**src/verilog/volpin_pkg.sv**
```systemverilog
// Constants and types for the volume pins and pin function select block.
// Assumes a single 40 MHz clock and active-low asynchronous reset rst_b.
// What this block does
// [RULE1] By default the shared acknowledge pin forwards the drive DMA acknowledge.
// [RULE2] The acknowledge pin becomes the active-low modem select once the modem base goes non-zero.
// [RULE3] Volume pins act only while the volume-control enable bit is set.
// [RULE4] The two format bits choose only the mute switch style; the volume up and down pins behave alike in every format.
// [RULE5] The synth select pin turns into the volume-up input while volume control is enabled.
// [RULE6] A low volume-up input raises both left and right master volume.
// [RULE7] The four-function pin turns into the volume-down input while volume control is enabled.
// [RULE8] A low volume-down input lowers both left and right master volume.
// [RULE9] Mute works only when enabled and is toggle, momentary or absent per the format bits.
// [RULE10] While the reset input is high the block, apart from the strap latches and interrupt level, is held reset and powered down.
// [RULE11] On the reset input falling edge both external strobe levels are latched to fix pin roles.
// [RULE12] While the reset input is high the wavetable reset output is driven low.
// [RULE13] The system asserts the reset input at every power-up.
// [RULE14] The sampled read strobe level decides if the drive port replaces the upper address inputs.
// [RULE15] Volume-control enable beats every other role of the pins it touches.
// [RULE16] The four-function pin becomes the alternate drive select once its base goes non-zero.
// [RULE17] Volume inputs are synchronised, debounced, repeat while held and saturate at the ends.
package volpin_pkg;
	localparam int VOL_W = 6;
	localparam logic [5:0] VOL_MAX = 6'h3F;
	localparam logic [5:0] VOL_MIN = 6'h00;
	localparam logic [5:0] VOL_RESET = 6'h20;
	localparam int BASE_W = 12;
	localparam int CLK_MHZ = 40;
	localparam int DEBOUNCE_US = 10000;
	localparam int DEBOUNCE_CYC = DEBOUNCE_US * CLK_MHZ;
	localparam int REPEAT_US = 100000;
	localparam int REPEAT_CYC = REPEAT_US * CLK_MHZ;
	localparam int CNT_W = 23;
	// Format field encodings
	localparam logic [1:0] FMT_TOGGLE = 2'h0;
	localparam logic [1:0] FMT_MOMENTARY = 2'h1;
	localparam logic [1:0] FMT_NO_MUTE = 2'h2;
	localparam logic [1:0] FMT_NO_MUTE_ALT = 2'h3;
	typedef enum logic [1:0] {
		FN_CONTROL_OUT,
		FN_SYNTH_IRQ,
		FN_ALT_SELECT,
		FN_VOL_DOWN
	} pin4_fn_type;
endpackage : volpin_pkg

```
**src/verilog/vol_button_if.sv**
```systemverilog
// Button carrier between the top module and the debounce module.
// Assumes both ends run on clk.
`timescale 1ns/1ps
interface vol_button_if;
	logic raw_n;
	logic pressed;
	logic step;
	modport filt (input raw_n, output pressed, output step);
	modport user (output raw_n, input pressed, input step);
endinterface : vol_button_if

```
**src/verilog/vol_button.sv**
```systemverilog
// Synchroniser, debounce and auto-repeat for one active-low switch.
// Assumes the raw input is asynchronous to clk.
`timescale 1ns/1ps
module vol_button #(
	parameter int DEB_CYC = volpin_pkg::DEBOUNCE_CYC,
	parameter int REP_CYC = volpin_pkg::REPEAT_CYC
) (
	input wire clk,
	input wire rst_b,
	input wire hold,
	vol_button_if.filt btn
);
	import volpin_pkg::*;
	logic [2:0] sync_q;
	logic stable_q;
	logic [CNT_W-1:0] deb_q;
	logic [CNT_W-1:0] rep_q;
	logic step_q;
	logic agree;
	assign agree = (sync_q[1] == sync_q[2]);
	always_ff @(posedge clk or negedge rst_b) begin
		if (!rst_b) begin
			sync_q <= 3'h7;
		end else begin
			sync_q <= {sync_q[1:0], btn.raw_n};
		end
	end
	// Level must stay put for the whole debounce window before it counts
	always_ff @(posedge clk or negedge rst_b) begin
		if (!rst_b) begin
			stable_q <= 1'b1;
			deb_q <= '0;
		end else if (hold) begin
			stable_q <= 1'b1;
			deb_q <= '0;
		end else if (!agree || sync_q[2] == stable_q) begin
			deb_q <= '0;
		end else if (deb_q == CNT_W'(DEB_CYC - 1)) begin // RULE17
			stable_q <= sync_q[2];
			deb_q <= '0;
		end else begin
			deb_q <= deb_q + 1'b1;
		end
	end
	// First step on the press, then one per repeat period while held
	always_ff @(posedge clk or negedge rst_b) begin
		if (!rst_b) begin
			rep_q <= '0;
			step_q <= 1'b0;
		end else if (stable_q || hold) begin
			rep_q <= '0;
			step_q <= 1'b0;
		end else begin
			step_q <= (rep_q == '0);
			rep_q <= (rep_q == CNT_W'(REP_CYC - 1)) ? '0 : rep_q + 1'b1; // RULE17
		end
	end
	assign btn.pressed = ~stable_q;
	assign btn.step = step_q;
	a_step_single: assert property (@(posedge clk) disable iff (!rst_b) // RULE17
		step_q |=> !step_q) else $error("step lasted more than one cycle");
endmodule : vol_button

```
**src/verilog/volume_pins.sv**
```systemverilog
// Volume push-button pins, mute and shared pin function selection.
// Assumes configuration bits and base addresses come from elsewhere as levels on clk.
`timescale 1ns/1ps
module volume_pins #(
	parameter int DEB_CYC = volpin_pkg::DEBOUNCE_CYC,
	parameter int REP_CYC = volpin_pkg::REPEAT_CYC
) (
	input wire clk,
	input wire rst_b,
	input wire reset_powerdown_in,
	input wire ext_read_strobe_n,
	input wire ext_write_strobe_n,
	input wire vol_ctrl_enable,
	input wire [1:0] vol_format_bits,
	input wire [volpin_pkg::BASE_W-1:0] modem_base_addr,
	input wire [volpin_pkg::BASE_W-1:0] alt_drive_base_addr,
	input wire bus_dma_ack_n,
	input wire synth_decode_n,
	input wire general_control_out1,
	input wire alt_decode_n,
	input wire pin4_in,
	input wire synth_pin_in,
	input wire mute_in_n,
	output logic drive_dma_ack_out,
	output logic modem_select_n,
	output logic ack_pin_out,
	output logic synth_pin_out,
	output logic synth_pin_oe,
	output logic pin4_out,
	output logic pin4_oe,
	output logic synth_irq_in,
	output volpin_pkg::pin4_fn_type pin4_fn,
	output logic drive_port_enable,
	output logic strap_write_q,
	output logic powerdown,
	output logic wavetable_reset_out_n,
	output logic [volpin_pkg::VOL_W-1:0] vol_left,
	output logic [volpin_pkg::VOL_W-1:0] vol_right,
	output logic mute
);
	import volpin_pkg::*;

	logic [2:0] rdrv_sync_q;
	logic [2:0] rd_sync_q;
	logic [2:0] wr_sync_q;
	logic [2:0] irq_sync_q;
	logic [2:0] mute_sync_q;
	logic rdrv_q;
	logic hold;
	logic rdrv_fall;
	logic modem_sel_q;
	logic alt_sel_q;
	logic strap_read_q;
	logic irq_q;
	logic [VOL_W-1:0] vol_q;
	logic mute_q;
	logic mute_prev_q;
	logic vc_on;
	logic up_en;
	logic dn_en;

	// Second and third stages agree, so the pin level is trusted
	function automatic logic settled(input logic [2:0] s);
		return s[1] == s[2];
	endfunction : settled

	vol_button_if up_if ();
	vol_button_if dn_if ();

	// Three-stage synchronisers; reset, interrupt and mute wait until second and third agree
	always_ff @(posedge clk or negedge rst_b) begin
		if (!rst_b) begin
			rdrv_sync_q <= 3'h7;
			rd_sync_q <= 3'h7;
			wr_sync_q <= 3'h7;
			irq_sync_q <= 3'h7;
			mute_sync_q <= 3'h7;
		end else begin
			rdrv_sync_q <= {rdrv_sync_q[1:0], reset_powerdown_in};
			rd_sync_q <= {rd_sync_q[1:0], ext_read_strobe_n};
			wr_sync_q <= {wr_sync_q[1:0], ext_write_strobe_n};
			irq_sync_q <= {irq_sync_q[1:0], pin4_in};
			mute_sync_q <= {mute_sync_q[1:0], mute_in_n};
		end
	end

	// Reset starts asserted; only a clean low releases it
	always_ff @(posedge clk or negedge rst_b) begin
		if (!rst_b) begin
			rdrv_q <= 1'b1;
		end else if (settled(rdrv_sync_q)) begin
			rdrv_q <= rdrv_sync_q[2];
		end
	end
	assign hold = rdrv_q;
	assign rdrv_fall = rdrv_q && settled(rdrv_sync_q) && !rdrv_sync_q[2];
	assign powerdown = hold; // RULE10
	assign wavetable_reset_out_n = ~hold; // RULE12

	// Straps caught at the falling edge, default high
	always_ff @(posedge clk or negedge rst_b) begin
		if (!rst_b) begin
			strap_read_q <= 1'b1;
			strap_write_q <= 1'b1;
		end else if (rdrv_fall) begin
			strap_read_q <= rd_sync_q[2]; // RULE11
			strap_write_q <= wr_sync_q[2]; // RULE11
		end
	end
	// Pulled low at reset enables the drive port
	assign drive_port_enable = ~strap_read_q; // RULE14

	// Switch-over happens once and sticks until reset
	always_ff @(posedge clk or negedge rst_b) begin
		if (!rst_b) begin
			modem_sel_q <= 1'b0;
			alt_sel_q <= 1'b0;
		end else if (hold) begin
			modem_sel_q <= 1'b0;
			alt_sel_q <= 1'b0;
		end else begin
			if (modem_base_addr != '0) begin
				modem_sel_q <= 1'b1; // RULE2
			end
			if (alt_drive_base_addr != '0) begin
				alt_sel_q <= 1'b1; // RULE16
			end
		end
	end

	always_comb begin
		drive_dma_ack_out = bus_dma_ack_n;
		modem_select_n = 1'b1;
		ack_pin_out = bus_dma_ack_n; // RULE1
		if (modem_sel_q) begin
			modem_select_n = synth_decode_n & alt_decode_n;
			ack_pin_out = modem_select_n; // RULE2
			drive_dma_ack_out = 1'b1;
		end
	end

	assign vc_on = vol_ctrl_enable && !hold; // RULE3

	// Enable wins over every other role
	always_comb begin
		if (vc_on) begin
			pin4_fn = FN_VOL_DOWN; // RULE7 RULE15
		end else if (alt_sel_q) begin
			pin4_fn = FN_ALT_SELECT; // RULE16
		end else if (!strap_write_q) begin
			pin4_fn = FN_SYNTH_IRQ;
		end else begin
			pin4_fn = FN_CONTROL_OUT;
		end
	end

	always_comb begin
		pin4_oe = 1'b0;
		pin4_out = 1'b1;
		case (pin4_fn)
			FN_CONTROL_OUT: begin
				pin4_oe = 1'b1;
				pin4_out = general_control_out1;
			end
			FN_ALT_SELECT: begin
				pin4_oe = 1'b1;
				pin4_out = alt_decode_n;
			end
			default: begin
				pin4_oe = 1'b0;
				pin4_out = 1'b1;
			end
		endcase
	end

	// Interrupt level only moves once the pin has settled
	always_ff @(posedge clk or negedge rst_b) begin
		if (!rst_b) begin
			irq_q <= 1'b0;
		end else if (settled(irq_sync_q)) begin
			irq_q <= ~irq_sync_q[2];
		end
	end
	assign synth_irq_in = (pin4_fn == FN_SYNTH_IRQ) ? irq_q : 1'b0;
	assign synth_pin_oe = ~vc_on; // RULE5 RULE15
	assign synth_pin_out = synth_decode_n;

	// Buttons only see their pin in volume mode
	assign up_if.raw_n = vc_on ? synth_pin_in : 1'b1; // RULE5
	assign dn_if.raw_n = vc_on ? pin4_in : 1'b1; // RULE7
	assign up_en = vc_on && up_if.step;
	assign dn_en = vc_on && dn_if.step;

	vol_button #(.DEB_CYC(DEB_CYC), .REP_CYC(REP_CYC)) u_up (
		.clk(clk),
		.rst_b(rst_b),
		.hold(!vc_on),
		.btn(up_if)
	);
	vol_button #(.DEB_CYC(DEB_CYC), .REP_CYC(REP_CYC)) u_dn (
		.clk(clk),
		.rst_b(rst_b),
		.hold(!vc_on),
		.btn(dn_if)
	);

	// Both pressed cancels out rather than favouring one
	always_ff @(posedge clk or negedge rst_b) begin
		if (!rst_b) begin
			vol_q <= VOL_RESET;
		end else if (hold) begin
			vol_q <= VOL_RESET;
		end else if (up_en && !dn_en && vol_q != VOL_MAX) begin
			vol_q <= vol_q + 1'b1; // RULE6 RULE17
		end else if (dn_en && !up_en && vol_q != VOL_MIN) begin
			vol_q <= vol_q - 1'b1; // RULE8 RULE17
		end
	end
	assign vol_left = vol_q;
	assign vol_right = vol_q;

	// Mute is unfiltered: a toggle switch bounce only matters for edges
	always_ff @(posedge clk or negedge rst_b) begin
		if (!rst_b) begin
			mute_q <= 1'b0;
			mute_prev_q <= 1'b1;
		end else if (!vc_on) begin
			mute_q <= 1'b0; // RULE9
			mute_prev_q <= 1'b1;
		end else if (settled(mute_sync_q)) begin
			mute_prev_q <= mute_sync_q[2];
			case (vol_format_bits) // RULE4
				FMT_TOGGLE: begin
					if (mute_prev_q && !mute_sync_q[2]) begin
						mute_q <= ~mute_q; // RULE9
					end
				end
				FMT_MOMENTARY: begin
					mute_q <= ~mute_sync_q[2]; // RULE9
				end
				default: begin
					mute_q <= 1'b0; // RULE9
				end
			endcase
		end
	end
	assign mute = mute_q;

	// Volume stepping and its limits
	a_vol_up_step: assert property (@(posedge clk) disable iff (!rst_b) // RULE6
		up_en && !dn_en && !hold && vol_q != VOL_MAX |=> vol_q == $past(vol_q) + 1'b1)
		else $error("volume did not step up");
	a_vol_down_step: assert property (@(posedge clk) disable iff (!rst_b) // RULE8
		dn_en && !up_en && !hold && vol_q != VOL_MIN |=> vol_q == $past(vol_q) - 1'b1)
		else $error("volume did not step down");
	a_vol_top_sat: assert property (@(posedge clk) disable iff (!rst_b) // RULE17
		up_en && !dn_en && vol_q == VOL_MAX |=> vol_q == VOL_MAX)
		else $error("volume wrapped past the top");
	a_vol_idle_off: assert property (@(posedge clk) disable iff (!rst_b) // RULE3
		!vc_on && !hold |=> $stable(vol_q)) else $error("volume moved while disabled");
	a_vol_reset_hold: assert property (@(posedge clk) disable iff (!rst_b) // RULE10
		hold |=> vol_q == VOL_RESET && !mute_q) else $error("held reset left state");

	// Pin roles, reset input and straps
	a_pin4_priority: assert property (@(posedge clk) disable iff (!rst_b) // RULE15
		vc_on |-> pin4_fn == FN_VOL_DOWN && !pin4_oe && !synth_pin_oe)
		else $error("volume enable lost priority");
	a_irq_no_drive: assert property (@(posedge clk) disable iff (!rst_b) // RULE11
		pin4_fn == FN_SYNTH_IRQ |-> !pin4_oe) else $error("interrupt pin driven");
	a_wt_reset_low: assert property (@(posedge clk) disable iff (!rst_b) // RULE12
		rdrv_sync_q[2] && rdrv_sync_q[1] |=> !wavetable_reset_out_n && powerdown)
		else $error("held reset not shown");
	a_hold_release: assert property (@(posedge clk) disable iff (!rst_b) // RULE10
		!rdrv_sync_q[2] && !rdrv_sync_q[1] |=> !powerdown && wavetable_reset_out_n)
		else $error("released reset not shown");
	a_strap_latch: assert property (@(posedge clk) disable iff (!rst_b) // RULE11
		rdrv_fall |=> strap_read_q == $past(rd_sync_q[2]) && strap_write_q == $past(wr_sync_q[2]))
		else $error("strap not latched");
	a_strap_hold: assert property (@(posedge clk) disable iff (!rst_b) // RULE11
		!rdrv_fall |=> $stable(strap_read_q) && $stable(strap_write_q))
		else $error("strap moved outside the reset fall");
	a_irq_sync: assert property (@(posedge clk) disable iff (!rst_b) // RULE11
		irq_sync_q[1] == irq_sync_q[2] |=> irq_q == ~$past(irq_sync_q[2]))
		else $error("interrupt level not settled");
	a_modem_sticky: assert property (@(posedge clk) disable iff (!rst_b) // RULE2
		modem_sel_q && !hold |=> modem_sel_q) else $error("modem select dropped");
	a_modem_take: assert property (@(posedge clk) disable iff (!rst_b) // RULE2
		modem_base_addr != '0 && !hold |=> modem_sel_q) else $error("modem select not taken");
	a_alt_take: assert property (@(posedge clk) disable iff (!rst_b) // RULE16
		alt_drive_base_addr != '0 && !hold |=> alt_sel_q) else $error("alt select not taken");
	a_ack_default: assert property (@(posedge clk) disable iff (!rst_b) // RULE1
		!modem_sel_q |-> ack_pin_out == bus_dma_ack_n) else $error("ack not forwarded");
	a_ack_hold: assert property (@(posedge clk) disable iff (!rst_b) // RULE1
		hold |=> ack_pin_out == bus_dma_ack_n) else $error("ack not restored by reset");

	// Mute formats
	a_mute_moment: assert property (@(posedge clk) disable iff (!rst_b) // RULE9
		vol_format_bits == FMT_MOMENTARY && vc_on && mute_sync_q[1] == mute_sync_q[2]
		|=> mute_q == ~$past(mute_sync_q[2])) else $error("momentary mute not followed");
	a_mute_absent: assert property (@(posedge clk) disable iff (!rst_b) // RULE9
		vol_format_bits[1] && vc_on ##1 vol_format_bits[1] && vc_on && mute_sync_q[1] == mute_sync_q[2]
		|=> !mute_q) else $error("mute active in absent format");

	// Main scenarios
	c_vol_up: cover property (@(posedge clk) disable iff (!rst_b) up_en && vol_q == VOL_MAX - 1'b1);
	c_vol_down: cover property (@(posedge clk) disable iff (!rst_b) dn_en);
	c_vol_held_top: cover property (@(posedge clk) disable iff (!rst_b)
		up_if.pressed && !dn_if.pressed && vol_q == VOL_MAX);
	c_mute_toggle: cover property (@(posedge clk) disable iff (!rst_b) $rose(mute_q));
	c_modem_switch: cover property (@(posedge clk) disable iff (!rst_b) $rose(modem_sel_q));
endmodule : volume_pins

```
**config.mk**
```make
export PLATFORM = sky130hd
export DESIGN_NAME = volume_pins
export DESIGN_NICKNAME = d
export VERILOG_FILES = /design/src/verilog/volpin_pkg.sv /design/src/verilog/vol_button_if.sv /design/src/verilog/vol_button.sv /design/src/verilog/volume_pins.sv
export SDC_FILE = /design/constraint.sdc
export NUM_CORES = 1
export LEC_CHECK = 0
export BUFFER_PORTS_ARGS = -buffer_cell sky130_fd_sc_hd__buf_2
export CAP_MARGIN = 20
export CORE_MARGIN = 3
export CORE_UTILIZATION = 43
export CTS_BUF_LIST = sky130_fd_sc_hd__clkbuf_4
export CTS_CLUSTER_SIZE = 8
export DETAILED_ROUTE_END_ITERATION = 12
export GPL_TIMING_DRIVEN = 0
export PLACE_DENSITY = 0.62
export SYNTH_ARGS = -nofsm -noshare
export SYNTH_HDL_FRONTEND = slang
export SYNTH_SLANG_ARGS = --single-unit
```
**constraint.sdc**
```tcl
create_clock -name clk -period 3.1 [get_ports clk]
set_input_delay 0.155 -clock clk [delete_from_list [all_inputs] [get_ports clk]]
set_output_delay 0.155 -clock clk [all_outputs]
set_load 0.01 [all_outputs]
```
==> impl_metrics.env <==
export IMPL_io_buffers=65
export IMPL_crit_type="flip-flop to flip-flop"
export IMPL_reg2regPathDepth=8
export IMPL_final_core_util_pct=51.79
export IMPL_overflow=0
export IMPL_wl_per_cell_um=13.93
export IMPL_crit_start="vol_left[5]"
export IMPL_firstDrtPassIters=7
export IMPL_rrSetupSlack_ps=270
export IMPL_dp_cells=878
export IMPL_syn_num_nets=682
export IMPL_worst_pin_slew_ps=740.3
export IMPL_ant_nets=0
export IMPL_multi_input_area_mm2=0.002869
export IMPL_synth_top_area_share_pct=40.43
export IMPL_synth_top_family_by_area="simple AND/OR/NAND/NOR gates"
export IMPL_cts_sinks=131
export IMPL_reg2reg_from="vol_left[5]"
export IMPL_synth_edf_count=0
export IMPL_cts_max_level=4
export IMPL_synth_ff_latch_count=131
export IMPL_synth_seq_area_share_pct=51.97
export IMPL_startpoint_type="flip-flop"
export IMPL_setup_viol=0
export IMPL_min_period_ps=2834
export IMPL_r2r_end="vol_left[5]"
export IMPL_nets=780
export IMPL_critPathArrivalTime_ps=3290
export IMPL_avgSynthCellArea_um2=10.09
export IMPL_synth_ff_type="dfrtp_1"
export IMPL_fillers=1304
export IMPL_cts_clk_slew_worst_paths_ps=130
export IMPL_num_rows=43
export IMPL_fin_crit_sh_pct=91.43
export IMPL_powerDensity_mw_per_mm2=475.3
export IMPL_crit_fanout=9
export IMPL_syn_instance_count=632
export IMPL_start_util_pct=44.88
export IMPL_vias=4813
export IMPL_yosys_area_share_simple_pct=25.81
export IMPL_async_flop_share_pct=100.0
export IMPL_regArea_mm2=0.003313
export IMPL_drive_above_1_share_pct=21.94
export IMPL_postCtsSetupRepairBufs=0
export IMPL_final_cells=923
export IMPL_synth_area_leaders="dfrtp_1, dfstp_2, xor2_1"
export IMPL_grt_pass1_wl_um=22680
export IMPL_vias_per_cell=5.215
export IMPL_synth_commonest_cells="nor2_1, dfrtp_1, xor2_1, nand2_1, nand3_1"
export IMPL_place_congestion=0.8024
export IMPL_io_pins=66
export IMPL_cellLeakagePower_nw=3.102
export IMPL_clock_path_buffers=2
export IMPL_cts_buffers=17
export IMPL_die_w_um=127.8
export IMPL_final_setup_skew_ps=27.85
export IMPL_finalHoldViolCount=0
export IMPL_synthAdderAreaFrac_pct=2.434
export IMPL_max_clock_freq_ghz=0.3528
export IMPL_synthMuxAreaShare_pct=0.6869
export IMPL_drv_slew=0
export IMPL_synth_most_common_cell="nor2_1"
export IMPL_endpoint="vol_left[5]"
export IMPL_grt_start_max_net_pins=68
export IMPL_synthDistinctLibCells=60
export IMPL_cp_end_kind="flip-flop"
export IMPL_syn_area_mm2=0.006375
export IMPL_insertion_delay_ps=530
export IMPL_grtUsageTotal_pct=16.98
export IMPL_worstPathRequired_ps=3560
export IMPL_antenna_found_initial=0
export IMPL_max_slew_margin_rel_pct=50.19
export IMPL_die_y_um=127.8
export IMPL_drt_iter0_drc=232
export IMPL_area_delta_synth_final_pct=15.39
export IMPL_place_hpwl_um=9027
export IMPL_core_area_mm2=0.01420
export IMPL_yosys_area_top_type="dfrtp_1"
export IMPL_wl_um=12860
export IMPL_dpl_worst_slack_ps=80.50
export IMPL_hold_path_class="input pin to flip-flop"
export IMPL_p_total_mw=3.496
export IMPL_finalWorstSetupSlack_ps=265.8
export IMPL_drc=0
export IMPL_cts_tree="done"
export IMPL_die_area_mm2=0.01632
export IMPL_grt_pass1_vias=4883
export IMPL_synth_compound_area_share_pct=4.043
export IMPL_whs_ps=108.8
export IMPL_synthXorXnorAreaFrac_pct=11.95
export IMPL_root_buffer="clkbuf_4"
export IMPL_vdd_drop_max_mv=0.3428
export IMPL_status="finished, final reports clean"
export IMPL_ys_warn_count=0
export IMPL_cap_violations=0
export IMPL_n_antenna_cell=0
[repair_timing]
item	in CTS	in global routing
hold buffers	13	0
hold endpoints to repair	74	0
setup endpoints to repair	0	1
resized for setup	0	1
[flip-flops by register name, indices dropped and copies added (netlist names), 6 cells and up]
name	cells
u_dn.deb_q	23
u_dn.rep_q	23
u_up.deb_q	23
u_up.rep_q	23
vol_left	6
[routing by layer]
layer | track usage [%] | wire length, µm | up-vias
li1 | - | - | 2352
met1 | 22.17 | 6042 | 2343
met4 | 4.744 | 129 | 0
met2 | 28.03 | 6020 | 107
met5 | 0 | 0 | -
met3 | 4.500 | 665 | 11
[cells in the final DEF, fill, tap and decap left out, types with 10 or more instances in the layout]
master	instances
dfrtp_1	103
nor3_1	18
nand2_1	40
xnor2_1	31
nor2_1	123
ha_1	10
nor4_1	16
xor2_1	56
dfstp_2	28
clkbuf_4	19
inv_1	25
and3_1	11
buf_2	72
nand3_1	37
nand4_1	24
dlygate4sd3_1	13
[through the flow]
stage	area [µm²]	TNS (ps)
after detailed placement	6959	0
after global placement	6925	0
after global routing	7356	-1.770
final	7356	0
after floorplan	6375	0
after CTS	7351	0
[how the worst min path moves through the flow]
stage / startpoint / to / cells past startpoint
global route: vol_format_bits[0] / mute / 4
CTS: vol_format_bits[0] / mute / 4
global placement: mute_in_n / mute_sync_q[0] / 1
finish: vol_format_bits[0] / mute / 4
detailed placement: rst_b / vol_left[2] / 1
floorplan: rst_b / alt_sel_q / 0
[critical path: stages, from the launching register on]
cell and delay, ps:
dfstp_2 640, nand2_2 80, o31ai_2 490, ha_1 350
a211oi_1 350, o21bai_1 130, a21o_1 250, and4_2 260
nor4b_2 210
[cell type report]
cell class | count | share of cell area, %
Buffer | 17 | 1.361
Clock buffer | 19 | 1.939
Clock inverter | 13 | 1.616
Inverter | 26 | 1.327
Multi-Input combinational cell | 458 | 39.00
Sequential cell | 131 | 45.04
Tap cell | 180 | 3.062
Timing Repair Buffer | 79 | 6.651
[report_power, final]
part	leakage, nW	switching (mW)	internal (mW)
clock network	0.140	0.608	0.480
registers	1.72	0.0801	1.79
logic	1.24	0.285	0.257
[kinds of logic (layout without fill, tap and decap cells)]
family / after synthesis / count (layout)
XOR/XNOR: 87 / 87
multiplexers: 4 / 4
buffers and inverters: 43 / 154
AND/OR/NAND/NOR: 319 / 319
AO/OA/AOI/OAI: 36 / 36
adder cells (fa/ha/maj): 12 / 12
flip-flops: 131 / 131
Note: power is estimated with default switching activity, not from simulation.
